$ cat config.mk
export PLATFORM = sky130hd
export DESIGN_NAME = uer_regs
export DESIGN_NICKNAME = d
export VERILOG_FILES = /design/src/shared/uer_pkg.sv /design/src/design/uer_first_err.sv /design/src/design/uer_regs.sv
export SDC_FILE = /design/constraint.sdc
export NUM_CORES = 1
export LEC_CHECK = 0
export BUFFER_PORTS_ARGS = -buffer_cell sky130_fd_sc_hd__buf_2
export CORE_UTILIZATION = 40
export CTS_BUF_LIST = sky130_fd_sc_hd__clkbuf_8
export CTS_CLUSTER_DIAMETER = 80
export DETAILED_ROUTE_END_ITERATION = 10
export PLACE_DENSITY = 0.72
export SLEW_MARGIN = 20
export SYNTH_ARGS = -nofsm -noshare
export SYNTH_HDL_FRONTEND = slang
export SYNTH_SLANG_ARGS = --single-unit
$ cat constraint.sdc
create_clock -name clock -period 4.8 [get_ports clock]
set_input_delay 0.72 -clock clock [delete_from_list [all_inputs] [get_ports clock]]
set_output_delay 0.72 -clock clock [all_outputs]
set_load 0.03 [all_outputs]
$ cat src/shared/uer_pkg.sv
// constants for the uncorrectable error reporting register bank
package uer_pkg;
  localparam logic [11:0] OFS_CAP_HDR = 12'hFB4;
  localparam logic [11:0] OFS_STATUS = 12'hFB8;
  localparam logic [11:0] OFS_MASK = 12'hFBC;
  localparam logic [11:0] OFS_SEVERITY = 12'hFC0;
  localparam logic [11:0] OFS_ERR_CTRL = 12'hFCC;
  localparam logic [11:0] OFS_HDR_LOG0 = 12'hFD0;
  localparam logic [11:0] OFS_HDR_LOG3 = 12'hFDC;
  localparam logic [15:0] CAP_ID = 16'h0001;
  localparam logic [3:0] CAP_VERSION = 4'h1;
  localparam logic [11:0] NEXT_PTR_UP = 12'h138;
  localparam logic [11:0] NEXT_PTR_DOWN = 12'h148;
  localparam int CAP_VER_LSB = 16;
  localparam int NEXT_PTR_LSB = 20;
  // implemented event bits: 0,4,12..21,23
  localparam logic [31:0] EVT_IMPL = 32'h00BF_F011;
  localparam logic [31:0] MASK_RESET = 32'h0000_0000;
  // fatal at reset: 0,4,13,17,18
  localparam logic [31:0] SEV_RESET = 32'h0006_2011;
  localparam int BIT_TRAIN = 0;
  localparam int BIT_DLP = 4;
  localparam int BIT_POISON = 12;
  localparam int BIT_FC = 13;
  localparam int BIT_CPL_TO = 14;
  localparam int BIT_CA = 15;
  localparam int BIT_UC = 16;
  localparam int BIT_RX_OVF = 17;
  localparam int BIT_MALF = 18;
  localparam int BIT_ECRC = 19;
  localparam int BIT_UR = 20;
  localparam int BIT_ACS = 21;
  localparam int BIT_MC_BLK = 23;
  localparam int FEP_W = 5;
endpackage

$ cat src/design/uer_first_err.sv
// priority encoder choosing the lowest new error position
`timescale 1ns/1ps
module uer_first_err (
  // events
  input wire logic [31:0] events,
  // result
  output logic found,
  output logic [uer_pkg::FEP_W-1:0] position
);
  function automatic logic [uer_pkg::FEP_W-1:0] lowest(input logic [31:0] v);
    logic [uer_pkg::FEP_W-1:0] p;
    p = '0;
    for (int i = 31; i >= 0; i--) begin
      if (v[i]) begin
        p = uer_pkg::FEP_W'(i);
      end
    end
    return p;
  endfunction

  assign found = |events;
  assign position = lowest(events);
endmodule // uer_first_err

$ cat src/design/uer_regs.sv
// uncorrectable error status, mask, severity, pointer and header log
//
// Our own choice: the strobed register port.
`timescale 1ns/1ps
module uer_regs (
  // clock and reset
  input wire logic clock,
  input wire logic sys_rst,
  // port role
  input wire logic upstream_port,
  // register port
  input wire logic [11:0] reg_addr,
  input wire logic [31:0] reg_wdata,
  input wire logic reg_wr,
  input wire logic reg_rd,
  output logic [31:0] reg_rdata,
  // error events, one-cycle pulses
  input wire logic ev_training,
  input wire logic ev_dl_protocol,
  input wire logic ev_poisoned_rx,
  input wire logic ev_poisoned_tx,
  input wire logic ev_fc_protocol,
  input wire logic ev_cpl_timeout,
  input wire logic ev_completer_abort,
  input wire logic ev_unexpected_cpl,
  input wire logic ev_rx_overflow,
  input wire logic ev_malformed,
  input wire logic ev_ecrc,
  input wire logic ev_unsupported,
  input wire logic ev_acs,
  input wire logic ev_mc_blocked,
  // header of the offending packet, valid with the event
  input wire logic [127:0] err_header,
  // error messages toward the root complex
  output logic msg_fatal,
  output logic msg_nonfatal
);
  localparam int FEPW = uer_pkg::FEP_W;
  logic [31:0] status_r;
  logic [31:0] status_nxt;
  logic [31:0] mask_r;
  logic [31:0] sev_r;
  logic [FEPW-1:0] fep_r;
  logic log_valid_r;
  logic [31:0] hlog_r [0:3];
  logic msg_fatal_r;
  logic msg_nonfatal_r;
  logic [31:0] rdata_r;

  wire logic [31:0] ev_vec;
  wire logic [31:0] w1c;
  wire logic [31:0] unmasked;
  wire logic fe_found;
  wire logic [FEPW-1:0] fe_pos;
  wire logic take_log;
  wire logic any_fatal;
  wire logic any_nonfatal;
  wire logic [11:0] next_ptr;
  wire logic [31:0] cap_hdr;
  wire logic [31:0] err_ctrl;
  wire logic wr_status;
  wire logic wr_mask;
  wire logic wr_sev;
  wire logic hlog_hit;
  wire logic [1:0] hlog_idx;
  wire logic [31:0] rd_mux;

  assign ev_vec[uer_pkg::BIT_TRAIN] = ev_training;
  assign ev_vec[3:1] = 3'h0;
  assign ev_vec[uer_pkg::BIT_DLP] = ev_dl_protocol;
  assign ev_vec[11:5] = 7'h00;
  assign ev_vec[uer_pkg::BIT_POISON] = ev_poisoned_rx | ev_poisoned_tx;
  assign ev_vec[uer_pkg::BIT_FC] = ev_fc_protocol;
  assign ev_vec[uer_pkg::BIT_CPL_TO] = ev_cpl_timeout;
  assign ev_vec[uer_pkg::BIT_CA] = ev_completer_abort;
  assign ev_vec[uer_pkg::BIT_UC] = ev_unexpected_cpl;
  assign ev_vec[uer_pkg::BIT_RX_OVF] = ev_rx_overflow;
  assign ev_vec[uer_pkg::BIT_MALF] = ev_malformed;
  assign ev_vec[uer_pkg::BIT_ECRC] = ev_ecrc;
  assign ev_vec[uer_pkg::BIT_UR] = ev_unsupported;
  assign ev_vec[uer_pkg::BIT_ACS] = ev_acs;
  assign ev_vec[22] = 1'b0;
  assign ev_vec[uer_pkg::BIT_MC_BLK] = ev_mc_blocked;
  assign ev_vec[31:24] = 8'h00;

  // address decode
  assign wr_status = reg_wr && (reg_addr == uer_pkg::OFS_STATUS);
  assign wr_mask = reg_wr && (reg_addr == uer_pkg::OFS_MASK);
  assign wr_sev = reg_wr && (reg_addr == uer_pkg::OFS_SEVERITY);
  assign hlog_hit = (reg_addr >= uer_pkg::OFS_HDR_LOG0)
    && (reg_addr <= uer_pkg::OFS_HDR_LOG3) && (reg_addr[1:0] == 2'h0);
  assign hlog_idx = reg_addr[3:2];

  // write-one clear, a new event wins over the clear
  assign w1c = wr_status ? (reg_wdata & uer_pkg::EVT_IMPL) : 32'h0000_0000;
  assign status_nxt = (status_r & ~w1c) | ev_vec;

  assign unmasked = ev_vec & ~mask_r;

  uer_first_err u_first (
    .events(unmasked),
    .found(fe_found),
    .position(fe_pos)
  );

  // header log holds one error until its status bit is cleared
  assign take_log = fe_found && !log_valid_r;

  assign any_fatal = |(unmasked & sev_r);
  assign any_nonfatal = |(unmasked & ~sev_r);

  assign next_ptr = upstream_port ? uer_pkg::NEXT_PTR_UP
    : uer_pkg::NEXT_PTR_DOWN;
  assign cap_hdr = {next_ptr, uer_pkg::CAP_VERSION, uer_pkg::CAP_ID};
  assign err_ctrl = {27'h0000000, fep_r};

  assign rd_mux =
    (reg_addr == uer_pkg::OFS_CAP_HDR) ? cap_hdr :
    (reg_addr == uer_pkg::OFS_STATUS) ? (status_r & uer_pkg::EVT_IMPL) :
    (reg_addr == uer_pkg::OFS_MASK) ? (mask_r & uer_pkg::EVT_IMPL) :
    (reg_addr == uer_pkg::OFS_SEVERITY) ? (sev_r & uer_pkg::EVT_IMPL) :
    (reg_addr == uer_pkg::OFS_ERR_CTRL) ? err_ctrl :
    hlog_hit ? hlog_r[hlog_idx] : 32'h0000_0000;

  always_ff @(posedge clock) begin
    if (sys_rst) begin
      status_r <= 32'h0000_0000;
    end else begin
      status_r <= status_nxt;
    end
  end

  always_ff @(posedge clock) begin
    if (sys_rst) begin
      mask_r <= uer_pkg::MASK_RESET;
    end else if (wr_mask) begin
      mask_r <= reg_wdata & uer_pkg::EVT_IMPL;
    end
  end

  always_ff @(posedge clock) begin
    if (sys_rst) begin
      sev_r <= uer_pkg::SEV_RESET;
    end else if (wr_sev) begin
      sev_r <= reg_wdata & uer_pkg::EVT_IMPL;
    end
  end

  // pointer frozen while a log is held
  always_ff @(posedge clock) begin
    if (sys_rst) begin
      fep_r <= '0;
      log_valid_r <= 1'b0;
    end else if (take_log) begin
      fep_r <= fe_pos;
      log_valid_r <= 1'b1;
    end else if (log_valid_r && !status_nxt[fep_r]) begin
      log_valid_r <= 1'b0;
    end
  end

  // capture header words, byte order kept as given
  always_ff @(posedge clock) begin
    if (sys_rst) begin
      for (int i = 0; i < 4; i++) begin
        hlog_r[i] <= 32'h0000_0000;
      end
    end else if (take_log) begin
      for (int i = 0; i < 4; i++) begin
        hlog_r[i] <= err_header[32*i +: 32];
      end
    end
  end

  // one message pulse per severity per unmasked event cycle
  always_ff @(posedge clock) begin
    if (sys_rst) begin
      msg_fatal_r <= 1'b0;
      msg_nonfatal_r <= 1'b0;
    end else begin
      msg_fatal_r <= any_fatal;
      msg_nonfatal_r <= any_nonfatal;
    end
  end

  always_ff @(posedge clock) begin
    if (sys_rst) begin
      rdata_r <= 32'h0000_0000;
    end else if (reg_rd) begin
      rdata_r <= rd_mux;
    end else begin
      rdata_r <= 32'h0000_0000;
    end
  end

  assign reg_rdata = rdata_r;
  assign msg_fatal = msg_fatal_r;
  assign msg_nonfatal = msg_nonfatal_r;

  property p_event_sets;
    @(posedge clock) disable iff (sys_rst)
      ev_training |=> status_r[0];
  endproperty
  a_event_sets: assert property (p_event_sets)
    else $error("training event did not set status");

  property p_hold;
    @(posedge clock) disable iff (sys_rst)
      (status_r[4] && !(wr_status && reg_wdata[4])) |=> status_r[4];
  endproperty
  a_hold: assert property (p_hold)
    else $error("status bit 4 dropped without clear");

  property p_poison;
    @(posedge clock) disable iff (sys_rst)
      (ev_poisoned_rx || ev_poisoned_tx) |=> status_r[12];
  endproperty
  a_poison: assert property (p_poison)
    else $error("poisoned packet not recorded");

  property p_masked_quiet;
    @(posedge clock) disable iff (sys_rst)
      (ev_vec == 32'h0000_2000 && mask_r[13]) |=> !msg_fatal && !msg_nonfatal;
  endproperty
  a_masked_quiet: assert property (p_masked_quiet)
    else $error("masked error produced a message");

  property p_fatal_msg;
    @(posedge clock) disable iff (sys_rst)
      (ev_training && !mask_r[0] && sev_r[0]) |=> msg_fatal;
  endproperty
  a_fatal_msg: assert property (p_fatal_msg)
    else $error("fatal error sent no fatal message");

  property p_nonfatal_msg;
    @(posedge clock) disable iff (sys_rst)
      (ev_ecrc && !mask_r[19] && !sev_r[19]) |=> msg_nonfatal;
  endproperty
  a_nonfatal_msg: assert property (p_nonfatal_msg)
    else $error("non-fatal error sent no non-fatal message");

  property p_sev_reset;
    @(posedge clock) $fell(sys_rst)
      |-> sev_r == uer_pkg::SEV_RESET && mask_r == uer_pkg::MASK_RESET;
  endproperty
  a_sev_reset: assert property (p_sev_reset)
    else $error("severity or mask reset value wrong");

  property p_first_ptr;
    @(posedge clock) disable iff (sys_rst)
      take_log |=> fep_r == $past(fe_pos) && log_valid_r;
  endproperty
  a_first_ptr: assert property (p_first_ptr)
    else $error("first error pointer not captured");

  property p_hdr_log;
    @(posedge clock) disable iff (sys_rst)
      take_log |=> hlog_r[0] == $past(err_header[31:0]);
  endproperty
  a_hdr_log: assert property (p_hdr_log)
    else $error("header log not captured");

  property p_reserved;
    @(posedge clock) disable iff (sys_rst)
      (reg_rd && reg_addr == 12'hFB8) |=> reg_rdata[31:24] == 8'h00;
  endproperty
  a_reserved: assert property (p_reserved)
    else $error("reserved status bits not zero");

  property p_cap_hdr;
    @(posedge clock) disable iff (sys_rst)
      (reg_rd && reg_addr == 12'hFB4 && upstream_port)
        |=> reg_rdata == 32'h1381_0001;
  endproperty
  a_cap_hdr: assert property (p_cap_hdr)
    else $error("capability header wrong on upstream port");
endmodule // uer_regs

==> flow_results.org <==
** Timing
- The worst path uses between 60 and 70% of the clock period.
- The count of pins over their slew limit was 0.
- Hold violation count in the final report :: 0
- Top achievable clock speed :: 334 MHz
- Clock skew on the completed layout was measured at approximately 0.034 ns.
- The routed design could run at a clock period as short as between 2 and 3 ns.
- Unrepaired setup endpoints after global routing :: no
- Setup violations remaining at the end of the flow were counted as 0.
- Worst rel slew slack :: approximately 28%
- Summed over all failing endpoints, the final setup total negative slack is 0 ns.
- At the pin with the least slew margin, the transition time is between 1 and 1.5 ns.

** Clock tree
- After clock tree synthesis, the repair step resized 0 gates.
- After clock tree synthesis, the setup repair step added 0 buffers.
- The clock drives 207 sinks.
- The number of clock buffers added by TritonCTS is 36.
- Count of H-tree levels built during CTS :: 2
- CTS Hold Buffers Added :: 0
- CTS tree :: done
- Register clock-pin slew on the reported worst setup and hold paths :: approximately 0.060 ns
- The clock passes through at most 3 buffers.
- Clock network latency to the later pin of the worst-skew pair :: between 0.5 and 0.6 ns
- Root Buffer :: clkbuf_8

** Routing
- Vias :: 6686
- For this run, design rule violations remaining after detail routing come to 4.
- Total length of routed wires :: ~23000 um
- In this run the remaining antenna-violating nets after routing total 0.
- The first detailed-routing pass took 8 iterations.
- Dividing the detail-routed via count by the number of cells gives between 5 and 6.
- Number of design-rule violations left by the first detailed-router iteration :: approximately 510
- Dividing the detail-routed wire length by the instance count gives about 18 um.

** Pwr
- Worst voltage drop across the vdd grid :: roughly 220 uV
- Net switching is between 20% and 30% of the power.
- Combinational share of power :: slightly below 9%
- Power after layout :: just under 0.004 W
- Fraction of power consumed by the clock network :: a little under two fifths
- For this design the total switching power over the nets is 0.000917 W.
- The share of total power dissipated in sequential elements is 52.8%.
- Cell internal power was estimated by the tool at around 0.0030 W.
- Leakage power of the design :: about 4.6 nW
- For this design the ratio of total power to cell area is 354 nW/um^2.

** Setup path
- Minimum setup slack among reg-to-reg paths :: roughly 1.8 ns
- CP most frequent cell :: nor2_1
- The critical path contains buffers and inverters numbering 2 combined.
- The critical path is of the flop to flop type.
- Tracing the worst setup path back leads to its startpoint at mask_r[16].
- Logic depth of the worst setup path including buffers :: 7
- Critical Path Source Type :: flop
- Required time at the worst-slack endpoint :: around 5.0 ns
- Traced cell by cell, the critical path runs through nand2b_1 > nand4_1 > nor4_4 > nor2_1 > nor2_1 > inv_4 > buf_12.
- The endpoint identified for the worst register-to-register timing path is hlog_r[0][15].
- CP Max Fanout :: just under 70
- At the worst endpoint, the arrival time is between 3 and 4 ns.
- Cell count of the worst reg-to-reg path :: 7
- The worst register-to-register path begins at mask_r[16].
- STA classifies the critical path endpoint as a flop.
- End of the critical path :: hlog_r[0][15]
- In this design, the stage delay of the slowest critical-path cell is between 0.4 and 0.5 ns.
- Kind of cell adding the most delay to the critical path :: simple AND/OR/NAND/NOR gates
- CP max-delay cell :: nor4_4

** Floorplan
- The floorplan step set the die width to between 150 and 200 um.
- DIE AREA :: roughly 24000 um^2
- For this design the top-level I/O count stands at 225.
- The floorplan step set the die height to 154 um.
- Core outline area :: between 20000 and 25000 um^2
- Standard-cell row count :: 55
- The initial utilization of the core area, before any placement, comes to about 41%.

** GRT
- Via count of the first global-routing pass :: between 6000 and 7000
- Global-route wire length before repair :: 36400 um
- Number of antenna violations at the first check in global routing :: 3
- Global routing consumed, over all layers together, 20.1% of the routing resources.
- Entering global routing, the biggest net connects 130 pins.
- GRT overflow :: 0

** Yosys
- A synthesized cell averages 12.0 um^2.
- Flip-flop and latch count after synthesis :: between 200 and 250
- Share of synthesized area occupied by flip-flops and latches :: 59.0%
- Post-Synthesis Cell Area :: ~9200 um^2
- Number of library cell types mapped by synthesis :: between 40 and 50
- When the netlist entered floorplanning its net count stood at between 900 and 1000.
- Synthesis produced a netlist whose cell count is approximately 770.
- YS warnings :: 0

** Cells and area
- The library cells used most frequently in the layout, excluding fill and tap cells, are buf_2, and2_1, edfxtp_1.
- Non-Filler Instances :: approximately 1300
- Most common cell after layout, fill and taps aside :: buf_2
- From synthesis to final layout, the design area changed by 21.1%.
- Layout cells sized above 1 :: 30.2%
- After the last flow step, the layout net total stands at approximately 1200.

** Status
- Result of the run :: finished, violations left
- Violations in the final reports :: design-rule violations

** Placed design
- Once placement completed, the tool counted placed cells totaling between 1000 and 1500.
- During placement, the flow inserted port buffers numbering approximately 200.
- Detailed placement ended at an HPWL of ~16000 um.
- RD Place Congestion :: 0.942

** Hold path
- The min-delay analysis places its worst path in the category input port to flop.

** Run
- Max Cap Violations :: 0
cells in the mapped netlist (all sizes together):
cell | instances | share of area, %
a211o | 6 | 0.57
a21oi | 54 | 2.9
a221o | 5 | 0.54
a221oi | 4 | 0.38
a22o | 3 | 0.29
a22oi | 23 | 1.9
a311oi | 1 | 0.095
a31oi | 4 | 0.27
a32o | 1 | 0.11
a32oi | 3 | 0.29
a41oi | 2 | 0.19
and2 | 137 | 9.3
and3 | 14 | 0.95
and3b | 2 | 0.19
buf | 18 | 1.2
clkbuf | 30 | 1.2
dfxtp | 79 | 17
edfxtp | 128 | 42
inv | 13 | 0.53
mux4 | 32 | 7.8
nand2 | 65 | 2.7
nand2b | 21 | 1.4
nand3 | 17 | 0.93
nand3b | 4 | 0.33
nand4 | 2 | 0.20
nor2 | 41 | 1.7
nor2b | 10 | 0.68
nor3 | 15 | 1.1
nor3b | 2 | 0.16
nor4 | 7 | 0.97
o2111ai | 1 | 0.095
o211ai | 4 | 0.33
o21ai | 6 | 0.33
o22ai | 8 | 0.54
o311ai | 2 | 0.27
o31ai | 1 | 0.082
o32a | 1 | 0.11
o32ai | 1 | 0.095
or3b | 1 | 0.095
stage by stage:
stage | hold slack, ns | setup WS [ns] | utilization [%] | cell area, um^2
after floorplan | 0.439 | 0.388 | - | 9190
after global placement | 0.456 | 1.40 | 46.3 | 10400
after detailed placement | 0.459 | 1.35 | 46.3 | 10400
after CTS | 0.420 | 1.80 | 49.2 | 11100
after global routing | 0.437 | 1.62 | 49.3 | 11100
final | 0.448 | 1.81 | 49.3 | 11100
per-layer routing:
layer / wire length [um] / global-route usage (%)
met5: 0 / 0
met3: 1390 / 4.00
met1: 9700 / 25.2
met2: 11600 / 34.1
met4: 687 / 8.14
layout make-up:
cell class | count | area, um^2
Antenna cell | 5 | 12.5
Clock buffer | 40 | 551
Clock inverter | 23 | 119
Inverter | 13 | 51.3
Timing Repair Buffer | 214 | 1110
Tap cell | 285 | 357
Sequential cell | 207 | 5430
Fill cell | 2050 | 11400
Multi-Input combinational cell | 500 | 3500
worst register-to-register path, delay by kind of cell, from the launching register on:
| family | cells | cell delay (ns) |
|---|---|---|
| buffers and inverters | 2 | 0.83 |
| DFF | 1 | 0.34 |
| and+or+nand+nor | 5 | 1.49 |
worst min-delay path by stage:
stage | startpoint | to | slack [ns] | cells past startpoint
4_1_cts | ev_training | status_r[0] | 0.42 | 3
6_report | ev_training | status_r[0] | 0.45 | 3
3_5_place_dp | mask_r[0] | mask_r[0] | 0.46 | 2
5_1_grt | err_header[9] | hlog_r[0][9] | 0.44 | 2
3_3_place_gp | mask_r[14] | mask_r[14] | 0.46 | 2
2_1_floorplan | mask_r[0] | mask_r[0] | 0.44 | 2
cells by family (layout without fill, tap and decap cells):
kind of cell,Yosys count,count (layout),share of synthesized area [%]
other cells,0,5,0
buf+inv,61,290,2.98
simple gates,338,338,20.7
compound gates,130,130,9.41
flops,207,207,59.0
mux,32,32,7.84
power groups by stage:
stage / Sequential, W / Combinational, W / Clock (W)
after floorplan: 0.00210 / 0.000217 / 0
after global routing: 0.00209 / 0.000387 / 0.00162
after CTS: 0.00208 / 0.000357 / 0.00155
final: 0.00208 / 0.000352 / 0.00151
after global placement: 0.00210 / 0.000350 / 0
after detailed placement: 0.00211 / 0.000356 / 0
sequential cells by signal, indices dropped and copies added, names as in the netlist:
name / count
hlog_r: 128
reg_rdata: 32
mask_r: 13
sev_r: 13
status_r: 13
fep_r: 5
log_valid_r: 1
msg_fatal: 1
msg_nonfatal: 1
Note: power is estimated with default switching activity, not from simulation.
